### config.mk
export PLATFORM = sky130hd
export DESIGN_NAME = tdq_qualifier
export DESIGN_NICKNAME = d
export VERILOG_FILES = /design/src/rtl/tdq_pkg.sv /design/src/rtl/tdq_sup_if.sv /design/src/rtl/tdq_suppress.sv /design/src/rtl/tdq_qualifier.sv
export SDC_FILE = /design/constraint.sdc
export NUM_CORES = 2
export LEC_CHECK = 0
export BUFFER_PORTS_ARGS = -buffer_cell sky130_fd_sc_hd__buf_2
export CAP_MARGIN = 20
export CORE_MARGIN = 2
export CORE_UTILIZATION = 25
export DETAILED_ROUTE_END_ITERATION = 10
export PLACE_DENSITY = 0.38
export RECOVER_POWER = 25
export SLEW_MARGIN = 10
export SYNTH_ARGS = -nofsm -noshare
export SYNTH_HDL_FRONTEND = slang
export SYNTH_HIERARCHICAL = 1
export SYNTH_SLANG_ARGS = --single-unit
### constraint.sdc
create_clock -name CLK -period 25.7 [get_ports CLK]
set_input_delay 2.57 -clock CLK [delete_from_list [all_inputs] [get_ports CLK]]
set_output_delay 2.57 -clock CLK [all_outputs]
set_load 0.03 [all_outputs]
### src/rtl/tdq_pkg.sv
// Constants shared by the touch detection qualifier and its helpers.
// Assumes byte addressing on a 32-bit Avalon-MM register port.
package tdq_pkg;
  localparam int TDQ_NCH  = 16;   // Sensing channels
  localparam int TDQ_CHW  = 4;    // Channel index width
  localparam int TDQ_CW   = 4;    // Detection counter width
  localparam int TDQ_SW   = 12;   // Sample width
  localparam int TDQ_DW   = 14;   // Signed delta width
  localparam int TDQ_NGP  = 3;    // General-purpose pins
  localparam int TDQ_AW   = 8;    // Byte address width
  localparam int TDQ_TCW  = 5;    // Touch count width
  localparam int TDQ_FSW  = 3;    // Acquisition setting index width
  localparam int TDQ_BEND_SHIFT = 3;

  localparam logic [TDQ_AW-1:0] TDQ_A_CTRL = 8'h00;
  localparam logic [TDQ_AW-1:0] TDQ_A_THR  = 8'h04;
  localparam logic [TDQ_AW-1:0] TDQ_A_LIM  = 8'h08;
  localparam logic [TDQ_AW-1:0] TDQ_A_GCL  = 8'h0C;
  localparam logic [TDQ_AW-1:0] TDQ_A_GRIP = 8'h10;
  localparam logic [TDQ_AW-1:0] TDQ_A_FACT = 8'h14;
  localparam logic [TDQ_AW-1:0] TDQ_A_GPIO = 8'h18;
  localparam logic [TDQ_AW-1:0] TDQ_A_STAT = 8'h1C;

  // Control bits
  localparam int TDQ_C_GC    = 0;
  localparam int TDQ_C_NC    = 1;
  localparam int TDQ_C_FACT  = 2;
  localparam int TDQ_C_DUALX = 3;
  localparam int TDQ_C_GRIP  = 4;
  localparam int TDQ_C_SWN   = 5;
  localparam int TDQ_C_BEND  = 6;
  localparam int TDQ_C_CAL   = 7;
  localparam int TDQ_CTRLW   = 7;

  // Field positions
  localparam int TDQ_THR_LSB  = 0;
  localparam int TDQ_STHR_LSB = 16;
  localparam int TDQ_LIM_LSB  = 0;
  localparam int TDQ_MAXT_LSB = 8;
  localparam int TDQ_LRG_LSB  = 16;
  localparam int TDQ_FVAL_LSB = 0;
  localparam int TDQ_FIDX_LSB = 16;
  localparam int TDQ_GOUT_LSB = 0;
  localparam int TDQ_GDIR_LSB = 4;
  localparam int TDQ_GIN_LSB  = 8;
  localparam int TDQ_REP_LSB  = 0;
  localparam int TDQ_TCNT_LSB = 16;
  localparam int TDQ_NOISE_B  = 21;
  localparam int TDQ_PEND_B   = 22;
  localparam int TDQ_FSEL_LSB = 24;

  // Reset values
  localparam logic [TDQ_SW-1:0]  TDQ_RST_THR  = 12'h040;
  localparam logic [TDQ_SW-1:0]  TDQ_RST_STHR = 12'h020;
  localparam logic [TDQ_SW-1:0]  TDQ_RST_GCL  = 12'h200;
  localparam logic [TDQ_CW-1:0]  TDQ_RST_LIM  = 4'h3;
  localparam logic [TDQ_TCW-1:0] TDQ_RST_MAXT = 5'h0A;
  localparam logic [TDQ_TCW-1:0] TDQ_RST_LRG  = 5'h06;
endpackage

### src/rtl/tdq_sup_if.sv
// Carries the touched vector and suppression settings between the
// qualifier core and the suppression stage. No clock inside.
`timescale 1ns/1ps
`default_nettype none
interface tdq_sup_if;
  import tdq_pkg::*;
  logic [TDQ_NCH-1:0] touched;
  logic               grip_en;
  logic [TDQ_NCH-1:0] grip_mask;
  logic [TDQ_TCW-1:0] max_touch;
  logic [TDQ_TCW-1:0] large_len;
  logic [TDQ_NCH-1:0] report;
  logic [TDQ_TCW-1:0] count;
  modport core (output touched, grip_en, grip_mask, max_touch, large_len,
                input report, count);
  modport sup  (input touched, grip_en, grip_mask, max_touch, large_len,
                output report, count);
endinterface
`default_nettype wire

### src/rtl/tdq_suppress.sv
// Touch suppression stage: grip border, large area and maximum count.
// Purely combinational; the caller registers its result.
`timescale 1ns/1ps
`default_nettype none
module tdq_suppress
  import tdq_pkg::*;
(
  tdq_sup_if.sup sif   // Touched vector in, reported vector out
);
  function automatic logic [TDQ_TCW-1:0] pop(input logic [TDQ_NCH-1:0] v);
    logic [TDQ_TCW-1:0] c;
    c = '0;
    for (int i = 0; i < TDQ_NCH; i++) begin
      c = c + TDQ_TCW'(v[i]);
    end
    return c;
  endfunction

  // Longest run of adjacent touched channels marks a broad contact
  function automatic logic [TDQ_TCW-1:0] lrun(input logic [TDQ_NCH-1:0] v);
    logic [TDQ_TCW-1:0] r;
    logic [TDQ_TCW-1:0] m;
    r = '0;
    m = '0;
    for (int i = 0; i < TDQ_NCH; i++) begin
      r = v[i] ? r + TDQ_TCW'(1) : '0;
      if (r > m) m = r;
    end
    return m;
  endfunction

  logic [TDQ_TCW-1:0] run;

  always_comb begin
    sif.count = pop(sif.touched);
    run = lrun(sif.touched);
    if (sif.count > sif.max_touch) begin
      sif.report = '0;
    end else if (sif.large_len != '0 && run >= sif.large_len) begin
      sif.report = '0;
    end else begin
      sif.report = sif.touched &
                   ~(sif.grip_en ? sif.grip_mask : '0);
    end
  end
endmodule // tdq_suppress
`default_nettype wire

### src/rtl/tdq_qualifier.sv
// Touch detection qualifier: per-channel integrator, noise filters,
// references, calibration, pins and Avalon-MM registers.
// Assumes samples arrive on CLK from the acquisition front end.
//
// Chosen here: the address map and register access over Avalon-MM.
`timescale 1ns/1ps
`default_nettype none
module tdq_qualifier
  import tdq_pkg::*;
(
  input  wire logic                CLK,                       // 20 MHz
  input  wire logic                RSTN,                      // Async reset
  input  wire logic [TDQ_AW-1:0]   AVS_ADDRESS,               // Byte address
  input  wire logic                AVS_READ,                  // Read request
  input  wire logic                AVS_WRITE,                 // Write request
  input  wire logic [31:0]         AVS_WRITEDATA,             // Write data
  input  wire logic [3:0]          AVS_BYTEENABLE,            // Byte lanes
  output logic      [31:0]         AVS_READDATA,              // Read data
  output logic                     AVS_WAITREQUEST,           // Stall
  input  wire logic                SMP_VALID,                 // Sample strobe
  input  wire logic [TDQ_CHW-1:0]  SMP_CH,                    // Channel
  input  wire logic [TDQ_SW-1:0]   SMP_RAW,                   // Raw value
  input  wire logic                SMP_STYLUS,                // Stylus class
  input  wire logic [TDQ_SW-1:0]   DISP_NOISE,                // Display noise
  input  wire logic                CHARGER_NOISE_TRIGGER_IN,  // Noise pin
  input  wire logic [TDQ_NGP-1:0]  GPIO_IN,                   // Pin levels
  output logic      [TDQ_NGP-1:0]  GPIO_OUT,                  // Pin drive
  output logic      [TDQ_NGP-1:0]  GPIO_OE_N,                 // Low drives
  output logic      [TDQ_NCH-1:0]  TOUCH_OUT,                 // Reported
  output logic                     NOISE_ACTIVE,              // Suppressing
  output logic                     DUAL_X_DRIVE,              // Paired drive
  output logic      [TDQ_FSW-1:0]  ACQ_SETTING                // Acq. index
);
  typedef struct packed {
    logic                           waitq;
    logic [31:0]                    rdata;
    logic [TDQ_CTRLW-1:0]           ctrl;
    logic [TDQ_SW-1:0]              thr;
    logic [TDQ_SW-1:0]              sthr;
    logic [TDQ_SW-1:0]              gcl;
    logic [TDQ_CW-1:0]              lim;
    logic [TDQ_TCW-1:0]             maxt;
    logic [TDQ_TCW-1:0]             lrg;
    logic [TDQ_NCH-1:0]             grip;
    logic [TDQ_NGP-1:0]             gpo;
    logic [TDQ_NGP-1:0]             goe_n;
    logic [1:0]                     chg_s;
    logic [TDQ_NGP-1:0]             gi_s1;
    logic [TDQ_NGP-1:0]             gi_s2;
    logic [TDQ_NCH-1:0][TDQ_CW-1:0] cnt;
    logic [TDQ_NCH-1:0][TDQ_SW-1:0] refv;
    logic [TDQ_NCH-1:0][TDQ_SW-1:0] fref;
    logic [TDQ_NCH-1:0]             touched;
    logic [TDQ_NCH-1:0]             pend;
    logic [TDQ_NCH-1:0]             rep;
    logic [TDQ_TCW-1:0]             tcnt;
    logic                           noise;
    logic [TDQ_FSW-1:0]             fsel;
    logic signed [TDQ_DW-1:0]       bend;
  } tdq_state_t;

  tdq_state_t s_r;
  tdq_state_t s_nxt;

  tdq_sup_if sif ();

  tdq_suppress u_sup (
    .sif (sif.sup)
  );

  assign sif.touched   = s_r.touched;
  assign sif.grip_en   = s_r.ctrl[TDQ_C_GRIP];
  assign sif.grip_mask = s_r.grip;
  assign sif.max_touch = s_r.maxt;
  assign sif.large_len = s_r.lrg;

  function automatic logic [31:0] be_merge(input logic [31:0] o,
                                           input logic [31:0] w,
                                           input logic [3:0]  be);
    logic [31:0] r;
    r = o;
    for (int i = 0; i < 4; i++) begin
      if (be[i]) r[i*8 +: 8] = w[i*8 +: 8];
    end
    return r;
  endfunction

  logic                     req;
  logic                     wr;
  logic                     cal;
  logic                     noise_act;
  logic                     gc_use;
  logic                     oor;
  logic                     acc;
  logic                     det;
  logic [31:0]              rd_val;
  logic [31:0]              wv;
  logic [TDQ_CW-1:0]        cnt_sel;
  logic [TDQ_CW-1:0]        cnt_inc;
  logic signed [TDQ_DW-1:0] dref;
  logic signed [TDQ_DW-1:0] d0;
  logic signed [TDQ_DW-1:0] d;
  logic signed [TDQ_DW-1:0] thr_s;
  logic signed [TDQ_DW-1:0] adif;

  always_comb begin
    s_nxt = s_r;
    // Pin synchronisers
    s_nxt.chg_s = {s_r.chg_s[0], CHARGER_NOISE_TRIGGER_IN};
    s_nxt.gi_s1 = GPIO_IN;
    s_nxt.gi_s2 = s_r.gi_s1;

    // Register readback
    rd_val = '0;
    unique case (AVS_ADDRESS)
      TDQ_A_CTRL: rd_val[TDQ_CTRLW-1:0] = s_r.ctrl;
      TDQ_A_THR: begin
        rd_val[TDQ_THR_LSB +: TDQ_SW]  = s_r.thr;
        rd_val[TDQ_STHR_LSB +: TDQ_SW] = s_r.sthr;
      end
      TDQ_A_LIM: begin
        rd_val[TDQ_LIM_LSB +: TDQ_CW]   = s_r.lim;
        rd_val[TDQ_MAXT_LSB +: TDQ_TCW] = s_r.maxt;
        rd_val[TDQ_LRG_LSB +: TDQ_TCW]  = s_r.lrg;
      end
      TDQ_A_GCL:  rd_val[TDQ_SW-1:0] = s_r.gcl;
      TDQ_A_GRIP: rd_val[TDQ_NCH-1:0] = s_r.grip;
      TDQ_A_GPIO: begin
        rd_val[TDQ_GOUT_LSB +: TDQ_NGP] = s_r.gpo;
        rd_val[TDQ_GDIR_LSB +: TDQ_NGP] = ~s_r.goe_n;
        rd_val[TDQ_GIN_LSB +: TDQ_NGP]  = s_r.gi_s2;
      end
      TDQ_A_STAT: begin
        rd_val[TDQ_REP_LSB +: TDQ_NCH]  = s_r.rep;
        rd_val[TDQ_TCNT_LSB +: TDQ_TCW] = s_r.tcnt;
        rd_val[TDQ_NOISE_B]             = s_r.noise;
        rd_val[TDQ_PEND_B]              = |s_r.pend;
        rd_val[TDQ_FSEL_LSB +: TDQ_FSW] = s_r.fsel;
      end
      default: rd_val = '0;
    endcase

    // Bus handshake: one wait cycle, then the answer cycle
    req = AVS_READ | AVS_WRITE;
    s_nxt.waitq = 1'b1;
    if (req && s_r.waitq) begin
      s_nxt.waitq = 1'b0;
      s_nxt.rdata = AVS_READ ? rd_val : '0;
    end
    wr  = AVS_WRITE && !s_r.waitq;
    wv  = be_merge(rd_val, AVS_WRITEDATA, AVS_BYTEENABLE);
    cal = 1'b0;
    if (wr) begin
      unique case (AVS_ADDRESS)
        TDQ_A_CTRL: begin
          s_nxt.ctrl = wv[TDQ_CTRLW-1:0];
          cal        = wv[TDQ_C_CAL];
        end
        TDQ_A_THR: begin
          s_nxt.thr  = wv[TDQ_THR_LSB +: TDQ_SW];
          s_nxt.sthr = wv[TDQ_STHR_LSB +: TDQ_SW];
        end
        TDQ_A_LIM: begin
          s_nxt.lim  = wv[TDQ_LIM_LSB +: TDQ_CW];
          s_nxt.maxt = wv[TDQ_MAXT_LSB +: TDQ_TCW];
          s_nxt.lrg  = wv[TDQ_LRG_LSB +: TDQ_TCW];
        end
        TDQ_A_GCL:  s_nxt.gcl = wv[TDQ_SW-1:0];
        TDQ_A_GRIP: s_nxt.grip = wv[TDQ_NCH-1:0];
        TDQ_A_FACT:
          s_nxt.fref[wv[TDQ_FIDX_LSB +: TDQ_CHW]] =
            AVS_WRITEDATA[TDQ_FVAL_LSB +: TDQ_SW];
        TDQ_A_GPIO: begin
          s_nxt.gpo   = wv[TDQ_GOUT_LSB +: TDQ_NGP];
          s_nxt.goe_n = ~wv[TDQ_GDIR_LSB +: TDQ_NGP];
        end
        default: ;
      endcase
    end

    // Charger noise is independent of the display canceller
    noise_act = s_r.chg_s[1] | s_r.ctrl[TDQ_C_SWN];
    gc_use    = s_r.ctrl[TDQ_C_GC] & ~s_r.ctrl[TDQ_C_NC];

    // Sample path
    dref = $signed({2'b00, SMP_RAW}) - $signed({2'b00, s_r.refv[SMP_CH]});
    adif = dref[TDQ_DW-1] ? -dref : dref;
    oor  = adif > $signed({2'b00, s_r.gcl});
    d0   = dref - (s_r.ctrl[TDQ_C_NC] ?
                   $signed({2'b00, DISP_NOISE}) : '0);
    d    = d0 - (s_r.ctrl[TDQ_C_BEND] ? s_r.bend : '0);
    thr_s = $signed({2'b00, SMP_STYLUS ? s_r.sthr : s_r.thr});
    det  = d >= thr_s;
    cnt_sel = s_r.cnt[SMP_CH];
    cnt_inc = (cnt_sel >= s_r.lim) ? s_r.lim :
              cnt_sel + TDQ_CW'(1);
    acc  = SMP_VALID && !s_r.pend[SMP_CH] && !(gc_use && oor) && !cal;

    if (SMP_VALID) begin
      if (s_r.pend[SMP_CH]) begin
        // First sample after a calibration without CTRL FACT becomes the reference
        s_nxt.refv[SMP_CH]    = SMP_RAW;
        s_nxt.pend[SMP_CH]    = 1'b0;
        s_nxt.cnt[SMP_CH]     = '0;
        s_nxt.touched[SMP_CH] = 1'b0;
      end else if (gc_use && oor) begin
        if (noise_act) s_nxt.fsel = s_r.fsel + TDQ_FSW'(1);
      end else begin
        if (det) begin
          s_nxt.cnt[SMP_CH]     = cnt_inc;
          s_nxt.touched[SMP_CH] = cnt_inc == s_r.lim;
        end else begin
          s_nxt.cnt[SMP_CH]     = '0;
          s_nxt.touched[SMP_CH] = 1'b0;
        end
        if (s_r.ctrl[TDQ_C_BEND] && !s_r.touched[SMP_CH]) begin
          s_nxt.bend = s_r.bend +
                       ((d0 - s_r.bend) >>> TDQ_BEND_SHIFT);
        end
      end
    end

    if (cal) begin
      s_nxt.cnt     = '0;
      s_nxt.touched = '0;
      if (s_r.ctrl[TDQ_C_FACT]) begin
        s_nxt.refv = s_r.fref;
        s_nxt.pend = '0;
      end else begin
        s_nxt.pend = '1;
      end
    end

    s_nxt.rep   = sif.report;
    s_nxt.tcnt  = sif.count;
    s_nxt.noise = noise_act;
  end

  always_ff @(posedge CLK or negedge RSTN) begin
    if (!RSTN) begin
      s_r       <= '0;
      s_r.waitq <= 1'b1;
      s_r.thr   <= TDQ_RST_THR;
      s_r.sthr  <= TDQ_RST_STHR;
      s_r.gcl   <= TDQ_RST_GCL;
      s_r.lim   <= TDQ_RST_LIM;
      s_r.maxt  <= TDQ_RST_MAXT;
      s_r.lrg   <= TDQ_RST_LRG;
      s_r.goe_n <= '1;
    end else begin
      s_r <= s_nxt;
    end
  end

  assign AVS_READDATA    = s_r.rdata;
  assign AVS_WAITREQUEST = s_r.waitq;
  assign GPIO_OUT        = s_r.gpo;
  assign GPIO_OE_N       = s_r.goe_n;
  assign TOUCH_OUT       = s_r.rep;
  assign NOISE_ACTIVE    = s_r.noise;
  assign DUAL_X_DRIVE    = s_r.ctrl[TDQ_C_DUALX];
  assign ACQ_SETTING     = s_r.fsel;
endmodule // tdq_qualifier
`default_nettype wire

Word-level counts from Yosys, hierarchy flattened
Index checks and enable logic that the tools add are counted.

storage, ports and cells
  RAM bits = 0
  word-level logic and storage cells = 277
  bits in read-only memories = 0
  memories kept = 0
  latch bits = 0
  input bits = 82
  flip-flop bits (word level) = 639

operators by class
  multipliers = 0
  shifts and indexed selects = 0
  magnitude comparators = 25
  mux-type cells = 95
  add/subtract/negate cells = 38
  div/mod/pow operators = 0
  bitwise gates (word level) = 15
  reductions and logical operators = 25
  equality and inequality tests = 9

operators with widths
  kind                                                                   count
  256-bit two-way mux                                                    2
  192-bit bitwise mux                                                    2
  192-bit two-way mux                                                    2
  64-bit two-way mux                                                     3
  5-bit two-way mux                                                      31
  16-bit two-way mux                                                     8
  12-bit demux with 4-bit select                                         2
  5-bit greater-than comparator                                          16
  5-bit by 1-bit adder with 5-bit output, second input constant          15
  5-bit by 1-bit adder with 5-bit output                                 14
  64-bit AND                                                             1
  64-bit bitwise mux                                                     1
  32-bit two-way mux                                                     2
  64-bit NOT                                                             1
  12-bit two-way mux                                                     5
  16-bit AND                                                             3
  12-bit binary-select mux with 4-bit select                             1
  3-bit case mux with 6 select lines                                     2
  33-bit two-way mux                                                     1
  8-bit by 5-bit equality test with 1-bit output, second input constant  4
  16-bit NOT                                                             2
  14-bit two-way mux                                                     2
  28-bit two-way mux                                                     1
  14-bit subtractor                                                      2
  other kinds (46)                                                       84

Longest topological paths before layout
  depth in word-level cells = 37
  mapped depth = 122
  mapped depth without buffers = 118

Modules after synthesis
The synthesis kept the hierarchy.

by module, submodules not included
  module         cells each  instances  area each (um^2)
  tdq_qualifier  2891        1          32778.9
  tdq_suppress   693         1          4740.8

Worst setup path before layout
No wires, ideal clock.

  path type = register to register
  from = reg s_r, in the netlist sif.touched[0]
  to = reg s_r, in the netlist TOUCH_OUT[7]
  library setup time = 0.125 ns
  stages on the path, launching flop included = 115
  arrival = 20.922 ns
  slack = 4.652 ns
  path through = dfrtp_1 -> inv_1 -> ha_1 -> ha_1 -> and2_1 -> ha_1 -> a21oi_1 -> a21oi_1 -> nor3_1 -> nor2_1 -> ha_1 -> a211oi_1 -> o21ai_0 -> o31ai_1 -> ha_1 -> nor2b_1 -> o21ai_0 -> a32oi_1 -> (+79 left out) -> o21ai_0 -> nand2b_1 -> a21oi_1 -> a31oi_1 -> and2_1 -> nand2_1 -> o21ai_0 -> a21oi_1 -> ha_1 -> nand2b_1 -> a21oi_1 -> nor2b_1 -> o21ai_0 -> nand2b_1 -> a21oi_1 -> a21oi_1 -> clkbuf_1 -> a2111oi_0

RTL lines
  element                   RTL line              RTL
  start: declaration        tdq_qualifier.sv:62   tdq_state_t s_r;
  start signal: assignment  tdq_qualifier.sv:251  s_r <= s_nxt;

==> metrics.yaml <==
finish:
  drive_above_1_share_pct: 18.7
  final_common_cell: "dfrtp_1"
  nets: 3864
  areaGrowthSynthToFinish_pct: 13.4
  mostFrequentLayoutCells: "dfrtp_1 (621), nor2_1 (350), a21oi_1 (313)"
logic_synthesis:
  synth_area_leaders: "dfrtp_1 (41%), mux2i_1 (6.2%), ha_1 (5.8%)"
  yosysTopAreaCellShare_pct: 41.5
  synth_edf_count: 0
  syn-cell-area_um2: 37500
  synth-warning-count: 6
  synth.largest_area_cell: "dfrtp_1"
  synth-seq-area-share_pct: 42.4
  ys_ff_latch: 635
  synth_ff_type: "dfrtp_1"
  synthCells: 3584
  postSynthAreaPerCell_um2: 10.5
  async_reset_ff_share_pct: 100
  synth_cell_types: 109
timing:
  skew_ns: 0.0283
  setup_slack_ns: 2.10
  min_period_over_period_pct: 91.8
  slew_headroom_pct: -446
  finalHoldViolations: 0
  slew_violations: 345
  fmax_mhz: 42.4
  worst_pin_slew_ns: 8.20
  period_needed_ns: 23.60
  report.final.setup_viol: 0
  holdWs_ns: 0.342
outcome:
  violations: "capacitance limit, slew limit"
  status: "finished with violations"
drt:
  routed.top_layer: "met5"
  dr_total_vias: 27870
  wl_per_cell_um: 22.9
  drt-met1-wl_mm: 60.9
  wl_mm: 130
  viasPerCell: 4.92
  firstDrtPassIters: 5
  wl_met2_mm: 59.8
  ant_nets: 0
  drc: 0
  route.met3.wl_mm: 4.93
  drtIter0Drc: 1626
hold_path:
  min_path_type: "flop to flop"
clocking:
  clkSinkCount: 635
  path_clk_slew_ns: 0.06
  cts_made_buffers: 76
  cts-root-buf: "clkbuf_16"
  clk_latency_ns: 0.68
  htree_levels: 3
  cts_tree: "done"
  clk_path_buf_depth: 3
setup_path:
  critPathMaxStageDelay_ns: 0.60
  worstPathMaxFanout: 11
  critPathLaunchType: "flop"
  required_ns: 26.23
  slowest_stage: "dfrtp_1"
  crit_top_cell: "ha_1"
  criticalPathCategory: "flop to flop"
  cp.arrival_ns: 24.14
  critPathCaptureType: "flop"
floorplanning:
  fp.dieH_um: 391
  initial_core_util_pct: 25.1
  die_x_um: 391
  die-area_um2: 153000
  num_rows: 142
  io_pins: 142
  core_area_um2: 149000
placed_design:
  dp_hpwl_mm: 90.4
  gp_congestion: 0.813
  post-place-ws_ns: 0.533
  io_buffer_count: 133
grt:
  grt_pass1_wl_mm: 193
  grt_use_total_pct: 16.9
  overflow: 0
  antenna_found_initial: 21
  first_global_vias: 27888
  grt_max_degree: 217
run:
  drv_cap: 5
-- synth_stat cells, drive strengths merged (6+ instances only) --
master / count
nor3b: 6
dfrtp: 622
clkbuf: 133
fa: 14
o21ai: 163
a22oi: 25
or3: 12
nand3: 50
a32o: 81
nor4: 12
xor2: 28
and3: 22
ha: 175
nand4: 13
a2111oi: 17
o31a: 8
a211oi: 22
nor2: 353
nand2b: 29
a21oi: 318
nand2: 269
mux2: 209
a21o: 32
inv: 132
buf: 135
or2: 9
dfstp: 13
a31o: 22
xnor2: 45
nor3: 37
mux2i: 237
a31oi: 34
a221oi: 11
o31ai: 15
nor2b: 30
a22o: 19
and2: 25
mux4: 91
o21a: 31
-- sequential cells by signal, summed over array words and instances (netlist names) --
register         cells
s_r                533
AVS_READDATA        28
TOUCH_OUT           16
sif.grip_mask       16
sif.touched         16
sif.large_len        5
sif.max_touch        5
s_nxt                4
ACQ_SETTING          3
GPIO_OE_N            3
GPIO_OUT             3
AVS_WAITREQUEST      1
DUAL_X_DRIVE         1
NOISE_ACTIVE         1
-- logic make-up (layout without fill, tap and decap cells) --
logic type | count (synthesis) | count (layout) | share of synthesized area [%]
xor gates and xnor gates | 74 | 74 | 1.78
adders and majority gates | 191 | 191 | 6.64
AOI/OAI and AO/OA | 858 | 858 | 15.3
buffers and inverters | 403 | 465 | 5.05
muxes | 537 | 537 | 18.2
DFF | 635 | 635 | 42.4
and+or+nand+nor | 885 | 885 | 10.6
other | 1 | 7 | 0.00999
-- repair_timing --
action | in CTS | in global routing
buffers inserted | 0 | 0
hold buffers | 0 | 0
setup endpoints to repair | 0 | 16
resized for setup | 0 | 17
-- path summary, 6_finish.rpt --
kind                           startpoint            to  slack [ns]  depth (start not counted)
max in group asynchronous            RSTN      s_r[142]       12.25                          2
hold reg to reg                s_nxt[526]      s_r[526]        0.34                          0
hold / removal                 s_nxt[526]      s_r[526]        0.34                          0
setup reg to reg           sif.touched[1]  TOUCH_OUT[2]        2.10                        113
min in group asynchronous            RSTN      s_r[212]        3.65                          1
setup / recovery           sif.touched[1]  TOUCH_OUT[2]        2.10                        113
-- worst max-delay path, delay by kind of cell (launching register included) --
family | cells | cell delay (ns)
mux | 1 | 0.25
flops | 1 | 0.60
buf+inv | 3 | 0.64
simple gates | 32 | 4.85
fa+ha+maj | 17 | 4.79
compound gates | 60 | 12.28
-- through the flow --
stage	area (um2)	std cells	util, %	TNS (ns)
floorplan	37500	3587	-	0
global placement	39900	5526	26.7	0
detailed placement	39900	5530	26.7	0
CTS	42500	5664	28.4	0
global route	42500	5665	28.5	-0.0339
finish	42500	5668	28.5	0
-- routing by layer --
metal / vias to the layer above / global-route usage [%]
li1: 13048 / -
met1: 14015 / 23.5
met2: 590 / 27.0
met3: 213 / 2.51
met4: 4 / 5.29
met5: - / 0
-- final cells by class --
type	count	area (um2)
fill	15783	107000
multi-input combinational	2549	19900
sequential	635	15900
tap	2016	2520
clock buffer	112	2300
timing repair buffer	197	1190
inverter	134	503
clock inverter	22	264
antenna	3	7.51
Power is not shown: default switching activity piles up to over one toggle a cycle in this logic, so the estimate is an artifact.
